File: src/lin_flag_pkg.sv
package lin_flag_pkg;

  // ****************************************************************
  // Channel count and read command codes
  // ****************************************************************
  localparam int unsigned NUM_CHANNELS = 2;
  localparam logic [15:0] CMD_READ_LIN1 = 16'h2780;
  localparam logic [15:0] CMD_READ_LIN2 = 16'h2980;

  // ****************************************************************
  // Reset values and flag layout of one channel
  // ****************************************************************
  localparam logic FLAG_RESET_VALUE = 1'b0;
  localparam int unsigned FLAG_BUS_CLAMP  = 0;
  localparam int unsigned FLAG_TERM_GND   = 1;
  localparam int unsigned FLAG_OVERTEMP   = 2;
  localparam int unsigned FLAG_RX_LOW     = 3;
  localparam int unsigned FLAG_RX_HIGH    = 4;
  localparam int unsigned FLAG_TX_DOM     = 5;
  localparam int unsigned FLAG_WAKE_SRC   = 6;
  localparam int unsigned NUM_FLAGS       = 7;

  // Channel operating mode
  typedef enum logic [1:0]
  {
    MODE_NORMAL   = 2'b00,
    MODE_TXRX     = 2'b01,
    MODE_SLEEP    = 2'b11
  } lin_mode_t;

endpackage

File: src/latched_fault_flag.sv
// One fault flag: latches on fault, clears on read once fault is gone
module latched_fault_flag
(
  // Clock and reset
  input  wire logic clock,
  input  wire logic rstn,
  // Fault condition and read strobe
  input  wire logic fault,
  input  wire logic read_clear,
  // Flag
  output logic      flag_q
);
  import lin_flag_pkg::*;

  logic flag_d;

  // ****************************************************************
  // Next value: set wins over clear, live fault blocks the clear
  // ****************************************************************
  always_comb
  begin
    flag_d = flag_q;
    if (read_clear && !fault)
      flag_d = 1'b0;
    if (fault)
      flag_d = 1'b1;
  end

  // Register
  always_ff @(posedge clock)
  begin
    if (!rstn)
      flag_q <= FLAG_RESET_VALUE;
    else
      flag_q <= flag_d;
  end

endmodule

File: src/lin_diagnostic_flag_logic.sv
// Function
// - Watchdog refresh failure flag sets on bad refresh, clears on SPI read.
// - Bus clamp flag sets when channel bus stays dominant past timeout.
// - Bus clamp flag holds until clamp recovered and flag read.
// - State bit reads 1 in transmit/receive mode, else 0.
// - State bit drops on SPI mode change or transmit-dominant failure.
// - Flag read commands leave the state bit untouched.
// - Wake receiver bit is 1 in sleep with wake on, 0 otherwise.
// - With wake receiver bit 0, bus activity is ignored.
// - Flag read commands leave the wake receiver bit untouched.
// - Wake source flag sets on channel wake, clears on SPI read.
// - Termination ground fault latches, clears after recovery plus read.
// - Overtemperature flag clears only below threshold and after read.
// - Receive-low fault latches, clears after recovery plus read.
// - Receive-high fault latches, clears after recovery plus read.
// - Transmit-dominant fault latches, clears after recovery plus read.
// - Pending channel flag shows as that channel's source bit.
module lin_diagnostic_flag_logic
(
  // Clock and reset
  input  wire logic                                    clock,
  input  wire logic                                    rstn,
  // Watchdog
  input  wire logic                                    wd_refresh_fail,
  input  wire logic                                    wd_flag_read,
  output logic                                         wd_fail_flag,
  // Decoded SPI command word, valid for one cycle
  input  wire logic                                    cmd_valid,
  input  wire logic [15:0]                             cmd_word,
  // Per-channel mode requests from SPI
  input  wire logic [lin_flag_pkg::NUM_CHANNELS-1:0]   req_txrx,
  input  wire logic [lin_flag_pkg::NUM_CHANNELS-1:0]   req_sleep,
  input  wire logic [lin_flag_pkg::NUM_CHANNELS-1:0]   sleep_wake_en,
  // Per-channel fault detectors from analog (asynchronous)
  input  wire logic [lin_flag_pkg::NUM_CHANNELS-1:0]   bus_dom_timeout,
  input  wire logic [lin_flag_pkg::NUM_CHANNELS-1:0]   term_gnd_fault,
  input  wire logic [lin_flag_pkg::NUM_CHANNELS-1:0]   thermal_over,
  input  wire logic [lin_flag_pkg::NUM_CHANNELS-1:0]   rx_low_fault,
  input  wire logic [lin_flag_pkg::NUM_CHANNELS-1:0]   rx_high_fault,
  input  wire logic [lin_flag_pkg::NUM_CHANNELS-1:0]   tx_dom_fault,
  input  wire logic [lin_flag_pkg::NUM_CHANNELS-1:0]   bus_wake_activity,
  // Per-channel flag outputs
  output logic [lin_flag_pkg::NUM_CHANNELS-1:0]        bus_clamp_flag,
  output logic [lin_flag_pkg::NUM_CHANNELS-1:0]        term_gnd_flag,
  output logic [lin_flag_pkg::NUM_CHANNELS-1:0]        overtemp_flag,
  output logic [lin_flag_pkg::NUM_CHANNELS-1:0]        rx_low_flag,
  output logic [lin_flag_pkg::NUM_CHANNELS-1:0]        rx_high_flag,
  output logic [lin_flag_pkg::NUM_CHANNELS-1:0]        tx_dom_flag,
  output logic [lin_flag_pkg::NUM_CHANNELS-1:0]        wake_src_flag,
  output logic [lin_flag_pkg::NUM_CHANNELS-1:0]        lin_state_bit,
  output logic [lin_flag_pkg::NUM_CHANNELS-1:0]        lin_wake_receiver_bit,
  // Summary source bits for the fixed status word
  output logic [lin_flag_pkg::NUM_CHANNELS-1:0]        lin_source_bit,
  output logic                                         lin_group_bit
);
  import lin_flag_pkg::*;

  // Every channel carries the same flag set; widths follow the package
  localparam int unsigned NC = NUM_CHANNELS;
  localparam int unsigned FW = NUM_FLAGS * NUM_CHANNELS;

  // ****************************************************************
  // Decode of the channel flag read command
  // ****************************************************************
  // Used per channel, so kept as a function
  // Only two codes exist, one for each channel
  function automatic logic is_read_cmd(input logic [15:0] word,
                                       input int unsigned ch);
    logic hit;
    hit = 1'b0;
    if (ch == 0)
      hit = (word == CMD_READ_LIN1);
    else
      hit = (word == CMD_READ_LIN2);
    return hit;
  endfunction

  // ****************************************************************
  // Two-flop synchronisers for all analog fault and wake inputs
  // ****************************************************************
  // Every fault reaches its flag three edges after it rises. A fault
  // that comes and goes between two edges may be missed, so detectors
  // are expected to stretch their pulses to at least one clock cycle.
  logic [FW-1:0] raw_in;
  logic [FW-1:0] sync1_q;
  logic [FW-1:0] sync1_d;
  logic [FW-1:0] sync2_q;
  logic [FW-1:0] sync2_d;

  assign raw_in = {bus_wake_activity, tx_dom_fault, rx_high_fault,
                   rx_low_fault, thermal_over, term_gnd_fault,
                   bus_dom_timeout};

  // Next values of the synchroniser chain
  always_comb
  begin
    sync1_d = raw_in;
    sync2_d = sync1_q;
  end

  // Synchroniser registers
  // Reset clears both stages so no stale fault survives reset
  always_ff @(posedge clock)
  begin
    if (!rstn)
    begin
      sync1_q <= '0;
      sync2_q <= '0;
    end
    else
    begin
      sync1_q <= sync1_d;
      sync2_q <= sync2_d;
    end
  end

  // Synchronised per-channel slices
  // Packing order of raw_in must match these slices
  logic [NC-1:0] s_dom;
  logic [NC-1:0] s_term;
  logic [NC-1:0] s_temp;
  logic [NC-1:0] s_rxl;
  logic [NC-1:0] s_rxh;
  logic [NC-1:0] s_txd;
  logic [NC-1:0] s_wake;

  assign s_dom  = sync2_q[NC-1:0];
  assign s_term = sync2_q[2*NC-1:NC];
  assign s_temp = sync2_q[3*NC-1:2*NC];
  assign s_rxl  = sync2_q[4*NC-1:3*NC];
  assign s_rxh  = sync2_q[5*NC-1:4*NC];
  assign s_txd  = sync2_q[6*NC-1:5*NC];
  assign s_wake = sync2_q[7*NC-1:6*NC];

  // ****************************************************************
  // Watchdog refresh failure flag
  // ****************************************************************
  logic wd_flag_q;
  logic wd_flag_d;

  // Watchdog pulses come from this clock domain, so no synchroniser
  // Set wins over a read in the same cycle
  always_comb
  begin
    wd_flag_d = wd_flag_q;
    if (wd_flag_read)
      wd_flag_d = 1'b0;
    if (wd_refresh_fail)
      wd_flag_d = 1'b1;
  end

  // Register
  always_ff @(posedge clock)
  begin
    if (!rstn)
      wd_flag_q <= FLAG_RESET_VALUE;
    else
      wd_flag_q <= wd_flag_d;
  end

  assign wd_fail_flag = wd_flag_q;

  // ****************************************************************
  // Per-channel logic
  // ****************************************************************
  // One copy of every flag and mode register for each channel
  logic [NC-1:0] rd_clr;
  logic [NC-1:0] any_flag;

  genvar ch;
  generate
    for (ch = 0; ch < NC; ch++)
    begin : g_ch
      lin_mode_t mode_q;
      lin_mode_t mode_d;
      logic      wake_en_q;
      logic      wake_en_d;
      logic      wsrc_q;
      logic      wsrc_d;

      // Read strobe aimed only at this channel
      // Any other command word leaves every flag of this channel alone
      assign rd_clr[ch] = cmd_valid && is_read_cmd(cmd_word, ch);

      // Latched fault flags, each with its own recovery condition
      // A read that meets a fault still present is lost; the host
      // must read again once the fault has gone
      latched_fault_flag u_clamp
      (
        .clock      (clock),
        .rstn       (rstn),
        .fault      (s_dom[ch]),
        .read_clear (rd_clr[ch]),
        .flag_q     (bus_clamp_flag[ch])
      );
      latched_fault_flag u_term
      (
        .clock      (clock),
        .rstn       (rstn),
        .fault      (s_term[ch]),
        .read_clear (rd_clr[ch]),
        .flag_q     (term_gnd_flag[ch])
      );
      latched_fault_flag u_temp
      (
        .clock      (clock),
        .rstn       (rstn),
        .fault      (s_temp[ch]),
        .read_clear (rd_clr[ch]),
        .flag_q     (overtemp_flag[ch])
      );
      latched_fault_flag u_rxl
      (
        .clock      (clock),
        .rstn       (rstn),
        .fault      (s_rxl[ch]),
        .read_clear (rd_clr[ch]),
        .flag_q     (rx_low_flag[ch])
      );
      latched_fault_flag u_rxh
      (
        .clock      (clock),
        .rstn       (rstn),
        .fault      (s_rxh[ch]),
        .read_clear (rd_clr[ch]),
        .flag_q     (rx_high_flag[ch])
      );
      latched_fault_flag u_txd
      (
        .clock      (clock),
        .rstn       (rstn),
        .fault      (s_txd[ch]),
        .read_clear (rd_clr[ch]),
        .flag_q     (tx_dom_flag[ch])
      );

      // Mode, wake enable and wake source next values
      // Sleep outranks tx/rx when both are asked for in one cycle
      // A stuck transmit pin also refuses a fresh tx/rx request
      always_comb
      begin
        mode_d    = mode_q;
        wake_en_d = wake_en_q;
        wsrc_d    = wsrc_q;
        // Reads never touch mode or wake enable: and
        if (req_sleep[ch])
        begin
          mode_d    = MODE_SLEEP;
          wake_en_d = sleep_wake_en[ch];
        end
        else if (req_txrx[ch])
        begin
          mode_d    = MODE_TXRX;
          wake_en_d = 1'b0;
        end
        // Transmit stuck dominant forces the channel out of tx/rx
        if (s_txd[ch] && mode_d == MODE_TXRX)
          mode_d = MODE_NORMAL;
        if (rd_clr[ch])
          wsrc_d = 1'b0;
        // Wake activity outside sleep is ignored, not kept for later
        // Wake only counts while the receiver is armed
        if (s_wake[ch] && wake_en_q && mode_q == MODE_SLEEP)
          wsrc_d = 1'b1;                  // and
      end

      // Registers
      always_ff @(posedge clock)
      begin
        if (!rstn)
        begin
          mode_q    <= MODE_NORMAL;
          wake_en_q <= FLAG_RESET_VALUE;
          wsrc_q    <= FLAG_RESET_VALUE;
        end
        else
        begin
          mode_q    <= mode_d;
          wake_en_q <= wake_en_d;
          wsrc_q    <= wsrc_d;
        end
      end

      assign lin_state_bit[ch]         = (mode_q == MODE_TXRX);
      assign lin_wake_receiver_bit[ch] = wake_en_q;
      assign wake_src_flag[ch]         = wsrc_q;

      // Summary of any pending event flag of this channel
      assign any_flag[ch] = bus_clamp_flag[ch] | term_gnd_flag[ch] |
                            overtemp_flag[ch] | rx_low_flag[ch] |
                            rx_high_flag[ch] | tx_dom_flag[ch] |
                            wsrc_q;
    end
  endgenerate

  // ****************************************************************
  // Source bits for the fixed status word
  // ****************************************************************
  // Live state bits are left out: they report no pending event
  // The group bit lets the host skip both channel reads when idle
  assign lin_source_bit = any_flag;
  assign lin_group_bit  = |any_flag;

endmodule

File: config.mk
export PLATFORM = sky130hd
export DESIGN_NAME = lin_diagnostic_flag_logic
export DESIGN_NICKNAME = d
export VERILOG_FILES = /design/src/lin_flag_pkg.sv /design/src/latched_fault_flag.sv /design/src/lin_diagnostic_flag_logic.sv
export SDC_FILE = /design/constraint.sdc
export NUM_CORES = 1
export LEC_CHECK = 0
export BUFFER_PORTS_ARGS = -buffer_cell sky130_fd_sc_hd__buf_2
export CORE_AREA = 2 2 54 81
export CTS_CLUSTER_DIAMETER = 30
export DETAILED_ROUTE_END_ITERATION = 8
export DIE_AREA = 0 0 56 83
export PLACE_DENSITY = 0.75
export SKIP_LAST_GASP = 1
export SLEW_MARGIN = 40
export SYNTH_ARGS = -nofsm -noshare
export SYNTH_HDL_FRONTEND = slang
export SYNTH_SLANG_ARGS = --single-unit
File: constraint.sdc
create_clock -name clock -period 2.31 [get_ports clock]
set_clock_uncertainty 0.2 [all_clocks]
set_input_delay 0.462 -clock clock [delete_from_list [all_inputs] [get_ports clock]]
set_output_delay 0.462 -clock clock [all_outputs]
set_load 0.1 [all_outputs]
Yosys cells after proc, flatten, opt, wreduce, memory -nomap -nowiden
Cells that the tools add are included.
{"block": "word_totals", "out_inout_bits": 22, "ff_bits": 49, "wordCells": 132, "inputBits": 41}
{"block": "classes", "n_mux": 38, "reduce_logical": 52, "n_eq_ne": 8, "bitwise_logic": 13}
{"operator": "$mux 1", "n": 34}
{"operator": "$reduce_bool 2->1", "n": 17}
{"operator": "$eq 16x14->1 const B", "n": 2}
{"operator": "$logic_and 1x1->1", "n": 20}
{"operator": "$logic_not 1->1", "n": 12}
{"operator": "$or 1x1->1", "n": 12}
{"operator": "$eq 2x1->1 const B", "n": 4}
{"operator": "$mux 2", "n": 4}
{"operator": "$reduce_or 2->1", "n": 3}
{"operator": "$eq 2x2->1 const B", "n": 2}
{"operator": "$not 1->1", "n": 1}

Longest topological paths before layout
Gate-level depths: netlist (run 1).
{"block": "depth", "ltp_word": 7, "ltp_mapped": 4, "mapped_depth_nobuf": 3}

Cells and area by module
From an unflattened synthesis (run 1), not the netlist that was laid out.
{"block": "unflattened", "hier_cells": 152, "hier_area_um2": 1749.2}
{"mod": "lin_diagnostic_flag_logic", "seq_area_each_um2": 740.7, "cells_each": 116, "area_per_inst_um2": 1253.7, "instances": 1}
{"mod": "latched_fault_flag", "seq_area_each_um2": 20.0, "cells_each": 3, "area_per_inst_um2": 41.3, "instances": 12}

Worst setup path after synthesis (run 1)
OpenSTA, ideal clock, no wires.
{"block": "synth_path", "path_kind": "flip-flop to output port", "from": "reg g_ch[1].mode_q[0]", "to": "out lin_state_bit[1] in the netlist's numbering", "path_buffers": 0, "arrival_ns": 1.701, "stages_incl_launch_ff": 2, "setup_slack_ns": -0.053, "required_time_ns": 1.648, "cell_sequence": "dfxtp_1 > nor2b_1"}
{"block": "synth_between", "elab_chain_cells": 1}
{"item": "start, declared", "line": "lin_diagnostic_flag_logic.sv:174", "source": "lin_mode_t mode_q;"}
{"item": "start signal, assigned", "line": "lin_diagnostic_flag_logic.sv:278", "source": "mode_q <= mode_d;"}
{"item": "$eq 2x1->1", "line": "lin_diagnostic_flag_logic.sv:284", "source": "assign lin_state_bit[ch] = (mode_q == MODE_TXRX);"}
{"item": "end, declared", "line": "lin_diagnostic_flag_logic.sv:50", "source": "output logic [lin_flag_pkg::NUM_CHANNELS-1:0] lin_state_bit,"}
No other way between the ends.

Worst setup path after layout (run 1)
{"block": "layout_path", "from": "reg g_ch[1].u_clamp.flag_q", "to": "out lin_group_bit"}
{"block": "layout_between", "elab_chain_cells": 7}
{"item": "start, declared", "line": "latched_fault_flag.sv:11", "source": "output logic flag_q"}
{"item": "start signal, assigned", "line": "latched_fault_flag.sv:35", "source": "flag_q <= flag_d;"}
{"item": "$or 1x1->1 (2 in a row)", "line": "lin_diagnostic_flag_logic.sv:289", "source": "assign any_flag[ch] = bus_clamp_flag[ch] | term_gnd_flag[ch] |"}
{"item": "$or 1x1->1 (2 in a row)", "line": "lin_diagnostic_flag_logic.sv:290", "source": "overtemp_flag[ch] | rx_low_flag[ch] |"}
{"item": "$or 1x1->1 (2 in a row)", "line": "lin_diagnostic_flag_logic.sv:291", "source": "rx_high_flag[ch] | tx_dom_flag[ch] |"}
{"item": "$reduce_or 2->1", "line": "lin_diagnostic_flag_logic.sv:302", "source": "assign lin_group_bit = |any_flag;"}
{"item": "end, declared", "line": "lin_diagnostic_flag_logic.sv:54", "source": "output logic lin_group_bit"}
No other way between the ends.

==> results of run 1 <==
==> critical path, stage by stage (launching register included) <==
cell	delay [ns]
dfxtp_1	0.33
nor4_1	0.42
nand4_1	0.14
buf_2	0.32
==> registers in the layout, indices dropped and copies added, names as in the netlist <==
signal / count
g_ch.u_clamp.flag_q: 2
g_ch.u_term.flag_q: 2
g_ch.u_txd.flag_q: 2
g_ch.wsrc_q: 2
g_ch.u_rxh.flag_q: 2
g_ch.u_temp.flag_q: 2
g_ch.mode_q: 4
wd_fail_flag: 1
g_ch.u_rxl.flag_q: 2
sync2_q: 14
g_ch.wake_en_q: 2
sync1_q: 14
==> cells by family (layout without fill, tap and decap cells) <==
kind of cell,after synthesis,in the layout,share of synthesized area [%]
AND/OR/NAND/NOR,64,64,24.1
flip-flops,49,49,54.5
AO/OA/AOI/OAI,37,37,11.7
buffers and inverters,30,77,9.66
==> cell usage after synthesis (all sizes together) <==
library cell  instances  share of area, %
clkbuf                5               1.0
and2                 28               9.7
or4bb                 1              0.63
a21oi                11               3.1
nor4b                 1               1.3
a31oi                 7               2.4
nor3                 11               4.3
nor2                  2              0.42
a41o                  1              0.56
o21a                  3               1.3
o21ai                13               3.6
dfxtp                49                54
or4                   1              0.63
nand3b                1              0.42
or4b                  1              0.56
inv                   8               1.7
nand2b                3               1.0
nand2                 3              0.63
nor3b                 2              0.83
a21boi                2              0.83
nor4                  2              0.69
nand4                 2              0.69
buf                  17               6.9
nor2b                 5               1.7
and4                  1              0.49
==> routing by layer <==
layer | track usage [%] | vias up
met3 | 4.52 | 7
li1 | - | 686
met2 | 22.8 | 62
met4 | 7.14 | 0
met5 | 0 | -
met1 | 16.4 | 573
==> area by class of cell <==
cell class | instances | area share [%]
inverters | 8 | 1.42
repair buffers | 62 | 14.6
flip-flops and latches | 49 | 46.3
clock buffers | 7 | 4.07
multi-input cells | 101 | 31.0
well taps | 45 | 2.65
==> power by group through the flow <==
stage                     registers, mW  clock network, mW  logic [mW]
after global routing              0.913              0.535       0.338
after floorplan                   0.929                  0       0.263
after CTS                         0.907              0.499       0.321
final                             0.907              0.481       0.319
after global placement            0.925                  0       0.316
after detailed placement          0.926                  0       0.321
==> cells in the final DEF, fill, tap and decap left out, types with 2 or more instances in the layout <==
cell,n
nor2b_2,2
a21boi_0,2
nor2b_1,3
nand2_1,3
dfxtp_1,49
inv_1,8
buf_2,62
nor3b_1,2
nand4_1,2
o21ai_0,13
clkbuf_8,6
nand2b_1,3
o21a_1,3
nor3_1,9
and2_1,28
a31oi_1,7
nor2_1,2
nor3_4,2
a21oi_1,11
==> stage by stage <==
step / utilization (%) / area, um2 / std cells
finish: 54.0 / 2120 / 272
global route: 54.0 / 2120 / 272
CTS: 53.9 / 2110 / 272
detailed placement: 51.7 / 2030 / 265
global placement: 51.7 / 2030 / 265
floorplan: - / 1810 / 180
==> repair_timing <==
action                                  4_1_cts  5_1_grt
endpoints found under the setup margin        0        1
resized for setup                             0        1
hold buffers                                  0        0
==> path summary, 6_finish.rpt <==
path	start	end	slack, ns	depth (start not counted)
worst max register to register	g_ch[0].mode_q[1]$_SDFF_PP0_	g_ch[0].wsrc_q$_SDFFE_PN0P_	1.26	3
worst min register to register	sync1_q[3]$_SDFF_PN0_	sync2_q[3]$_SDFF_PN0_	0.23	1
worst max-delay path	g_ch[1].u_clamp.flag_q$_SDFFE_PN0P_	lin_group_bit	0.14	3
worst min-delay path	bus_wake_activity[0]	sync1_q[12]$_SDFF_PN0_	0.17	2
==> impl_results.md, run 1 <==
- P per Cell Area: 805 nW/um2
- HP Class: in -> reg
- Setup Buffers After CTS: 0
- Yosys synthesis warning count: 0
- Seq/Total Area, Yosys: 54.5%
- RSZ-0062 raised after global routing: false
- Tot GR Track Use: between 10 and 15%
- IO Count: 63
- DR pass1 iterations: 4
- Antenna-violating nets left: 0
- Post-Syn Instances: 180
- Setup violations, final: 0
- Global placement routability congestion: between 0.6 and 0.7
- N_diodes: 0
- Rows: 28
- Outcome: finished, final reports clean
- H-tree depth: 2
- Via count: between 1k and 1.5k
- Layout Area Growth over Synthesis: 17.8%
- Wirelength per Cell: 11.1 um
- Die span in x: ~56 um
- Fin crit share: 94.0%
- CTS Sinks: 49
- Largest net degree at the start of global routing: 50
- Met2 Wirelength: 1.40 mm
- Highest Signal Layer: met4
- CP Data Required Time: 1.65 ns
- Comb pwr share: 18.7%
- Gr ovfl total: 0
- Final Critical Period: 2.17 ns
- DRC: 0
- Worst-path clk slew: 0.08 ns
- Global-route wire length before repair: ~5.2 mm
- Fmax: between 400 and 500 MHz
- Leakage: 0.968 nW
- P_sw: 507 uW
- Hold_ws: 0.171 ns
- Max-Slew Margin vs Limit: 58.6%
- Storage element area: approximately 980 um2
- MaxCap Viol Count: 0
- Synthesized area: 1800 um2
- WL met1: roughly 1.3 mm
- Met3 WL: 277 um
- CTS Buffer Depth: 2
- Net Count, Synth: 221
- Sw frac: about 30%
- CP Capture Type: output port
- Register bit total from synthesis: 49
- CTS buffer count: 5
- Total negative setup slack: 0 ns
- Arrival time worst endpoint: 1.51 ns
- Layout cells sized above 1: 33.0%
- Fillers: 388
- Final hold violations: 0
- Wirelength, routed: 3.02 mm
- Seq pwr share: ~53%
- Place WS: 0.265 ns
- Peak fanout along the critical path: 3
- Vias in the first global route: 1221
- Initial DRC Count: 44
- Initial Util: 45.9%
- CP Launch Type: flip-flop
- Slew @ Worst Pin: between 0.6 and 0.7 ns
- Worst-skew pair later-pin latency: a little under 0.3 ns
- Vias/cell: 4.88
- CTS tree: yes
- Crit path kind: reg -> out
- Internal power: about 1.2 mW
- Clock power frac: 28.2%
- Maximum vdd drop: 0.000543 V
- Avg Inst Size Synth: 10.0 um2
- Root buffer cell: clkbuf_8
- Core area: 3920 um2
- Die height: 83 um
- Nets: 268
- Netlist cell types: 27
- Worst Setup Slack, final: 0.138 ns
- Initial antenna violation count: 0
- Post-DP HPWL: 2.22 mm
- Total Power: 1.71 mW
- Die ar.: around 4600 um2
- Area of the multi-input gates: 657 um2
- I/O Buffers: 62
- Max-slew violations: 0
No activity file was read; power rests on OpenSTA's default activity.
==> run 2, diff against run 1 <==
==> constraint.sdc (replaced) <==
create_clock -name clock -period 2.18 [get_ports clock]
set_clock_uncertainty 0.2 [all_clocks]
set_input_delay 0.436 -clock clock [delete_from_list [all_inputs] [get_ports clock]]
set_output_delay 0.436 -clock clock [all_outputs]
set_load 0.1 [all_outputs]
==> run 2 against run 1 <==
First-iteration DRC count decreased by 16%. Sequential power increased by 6.1%. Largest power group unchanged. Largest cell class unchanged. Routed wire length down 2.2%. Final area increased by 1.6%. Global-route usage fell by 0.31 points. Hold slack lost 0.027 ns. Sequential share of layout area fell by 0.73 points. Total power rose by 8.8%. Sequential cell count stayed put. Non-clock buffer count increased by 1.
==> impl_results.md, run 2 (synthesis results as in run 1) <==
- Worst-skew pair later-pin latency: 0.29 ns (about the same)
- Area of the multi-input gates: 668 um2 (+1.7%)
- Antenna-violating nets left: 0 (unchanged)
- Initial antenna violation count: 0 (unchanged)
- CP Launch Type: flip-flop
- Fmax: roughly 500 MHz
- Reg2reg path depth: 3 (unchanged)
- CTS Buffer Depth: 2 (unchanged)
- CP Data Required Time: 1.54 ns (-0.11 ns)
- Rows: 28 (unchanged)
- Peak fanout along the critical path: 3 (unchanged)
- Storage element area: 981 um2 (unchanged)
- R2r setup slk: 1.12 ns (-0.14 ns)
- P per Cell Area: 862 nW/um2 (+7.1%)
- CP max stage delay: 0.34 ns (-0.08 ns)
- Hold Startpoint: tx_dom_fault[0]
- Hold-fix buffers, CTS: 0 (unchanged)
- Worst R2R End: g_ch[0].wsrc_q$_SDFFE_PN0P_
- Vias in the first global route: 1198 (-1.9%)
- Fillers: 390 (+0.52%)
- Layout Area Growth over Synthesis: 19.7%
- CTS buffer count: 5 (unchanged)
- Most common cell after layout, fill and taps aside: buf_2
- Layout cells sized above 1: 34.9% (+1.9 points)
- CTS tree: yes
- Root buffer cell: clkbuf_8
- DRC: 0 (unchanged)
- Outcome: finished, final reports clean
- Setup Buffers After CTS: 0 (unchanged)
- Initial DRC Count: 37 (-16%)
- DR pass1 iterations: 4 (unchanged)
- Max-slew violations: 0 (unchanged)
- Gr ovfl total: 0 (unchanged)
- CTS Sinks: 49 (unchanged)
- Via count: 1303 (-1.9%)
- Design Area, Final: 2150 um2 (+1.6%)
- Hold EP: sync1_q[10]$_SDFF_PN0_
- Post-Place Cell Area: 2050 um2 (+0.99%)
- Maximum vdd drop: 0.000539 V (-0.72%)
- IO Count: 63 (unchanged)
- Total Power: 1.86 mW (+8.8%)
- Worst-path clk slew: 0.08 ns (about the same)
- Max-Slew Margin vs Limit: 66.3% (+7.7 points)
- Global-route wire length before repair: 5.18 mm (-0.38%)
- Die span in x: 56 um (unchanged)
- Core area: 3920 um2 (unchanged)
- Leakage: 0.986 nW (+1.8%)
- MaxCap Viol Count: 0 (unchanged)
- Top Registers: sync1_q: 14 flops, sync2_q: 14 flops, g_ch.mode_q: 4 flops
- CP max-delay cell: dfxtp_1
- Met2 Wirelength: 1.35 mm (-4.1%)
- Crit path kind: reg -> out
- Initial Util: 45.9% (unchanged)
- Vias/cell: 4.76 (-2.6%)
- Slew @ Worst Pin: 0.505 ns (-0.116 ns)
- Wirelength, routed: 2.96 mm (-2.2%)
- RSZ-0062 raised after global routing: false
- Worst-path cell chain: nor4_2 -> nand4_1 -> buf_2
- Final Critical Period: 2.03 ns
- Tot GR Track Use: 13.8% (-0.31 points)
- Post-DP HPWL: 2.18 mm (-1.7%)
- Highest Signal Layer: met4
- WL met1: 1.31 mm (+3.3%)
- Arrival time worst endpoint: 1.39 ns (-0.12 ns)
- Hold Crit Depth: 2 (unchanged)
- Reg-to-Reg Start: g_ch[0].mode_q[1]$_SDFF_PP0_
- Most frequent cells in the layout: buf_2, dfxtp_1, and2_1
- CP Capture Type: output port
- Final hold violations: 0 (unchanged)
- Met3 WL: 232 um (-16%)
- Fin crit share: between 90 and 100%
- Nets: 269 (+0.37%)
- N_diodes: 0 (unchanged)
- H-tree depth: 2 (unchanged)
- I/O Buffers: 62 (unchanged)
- Die ar.: 4650 um2 (unchanged)
- HP Class: in -> reg
- Global placement routability congestion: 0.699 (+0.52%)
- Largest net degree at the start of global routing: 41 (-18%)
- Setup violations, final: 0 (unchanged)
- Wirelength per Cell: 10.8 um (-2.9%)
- Total negative setup slack: 0 ns (unchanged)
- Die height: 83 um (unchanged)
[run 2: changes by cell type in the layout (fill, tap and decap cells not counted), sizes merged]
cell / change
clkinv: +1
buf: +1
[run 2: layer usage]
layer	track usage, %	vias up
met4	7.79	0
met2	21.3	47
met3	4.05	5
li1	-	690
met1	16.8	561
met5	0	-
[run 2: worst max path at each step]
stage                                             startpoint  depth (start not counted)                            endpoint  slack (ns)
after detailed placement                         cmd_word[5]                          4  g_ch[1].u_term.flag_q$_SDFFE_PN0P_        0.17
after CTS                        g_ch[0].wsrc_q$_SDFFE_PN0P_                          3                       lin_group_bit        0.09
after global routing       g_ch[0].u_rxl.flag_q$_SDFFE_PN0P_                          3                       lin_group_bit        0.04
after global placement                           cmd_word[5]                          4         g_ch[1].wsrc_q$_SDFFE_PN0P_        0.18
after floorplan           g_ch[1].u_term.flag_q$_SDFFE_PN0P_                          2                       lin_group_bit        0.01
final                     g_ch[1].u_term.flag_q$_SDFFE_PN0P_                          3                       lin_group_bit        0.15
[run 2: repair_timing]
action	in CTS	in global routing
setup endpoints to repair	0	1
resized for setup	0	1
endpoints found under the hold margin	0	0
[run 2: layout make-up]
| type | instances | area share (%) |
|---|---|---|
| clock buffer | 7 | 4.47 |
| clock inverter | 1 | 0.232 |
| inverter | 8 | 1.39 |
| multi-input combinational | 101 | 31.0 |
| sequential | 49 | 45.5 |
| tap | 45 | 2.61 |
| timing repair buffer | 63 | 14.8 |
[run 2: stage by stage]
stage / utilization (%) / hold slack [ns] / std cells / setup slack (ns)
6_report: 54.9 / 0.144 / 274 / 0.153
3_3_place_gp: 52.2 / 0.214 / 266 / 0.180
4_1_cts: 54.8 / 0.135 / 274 / 0.0922
5_1_grt: 54.9 / 0.133 / 274 / 0.0402
2_1_floorplan: - / 0.212 / 180 / 0.0106
3_5_place_dp: 52.2 / 0.219 / 266 / 0.169
[run 2: critical path, delay by kind of cell (launching register included)]
kind	cells	cell delay (ns)
AND/OR/NAND/NOR	2	0.44
flip-flops	1	0.34
buffers and inverters	1	0.31
[run 2: power breakdown]
| part | leakage (nW) | switching [mW] | internal [mW] | total (mW) |
|---|---|---|---|---|
| clock network | 0.0542 | 0.269 | 0.286 | 0.555 |
| registers | 0.405 | 0.0232 | 0.938 | 0.962 |
| logic | 0.527 | 0.256 | 0.0831 | 0.340 |
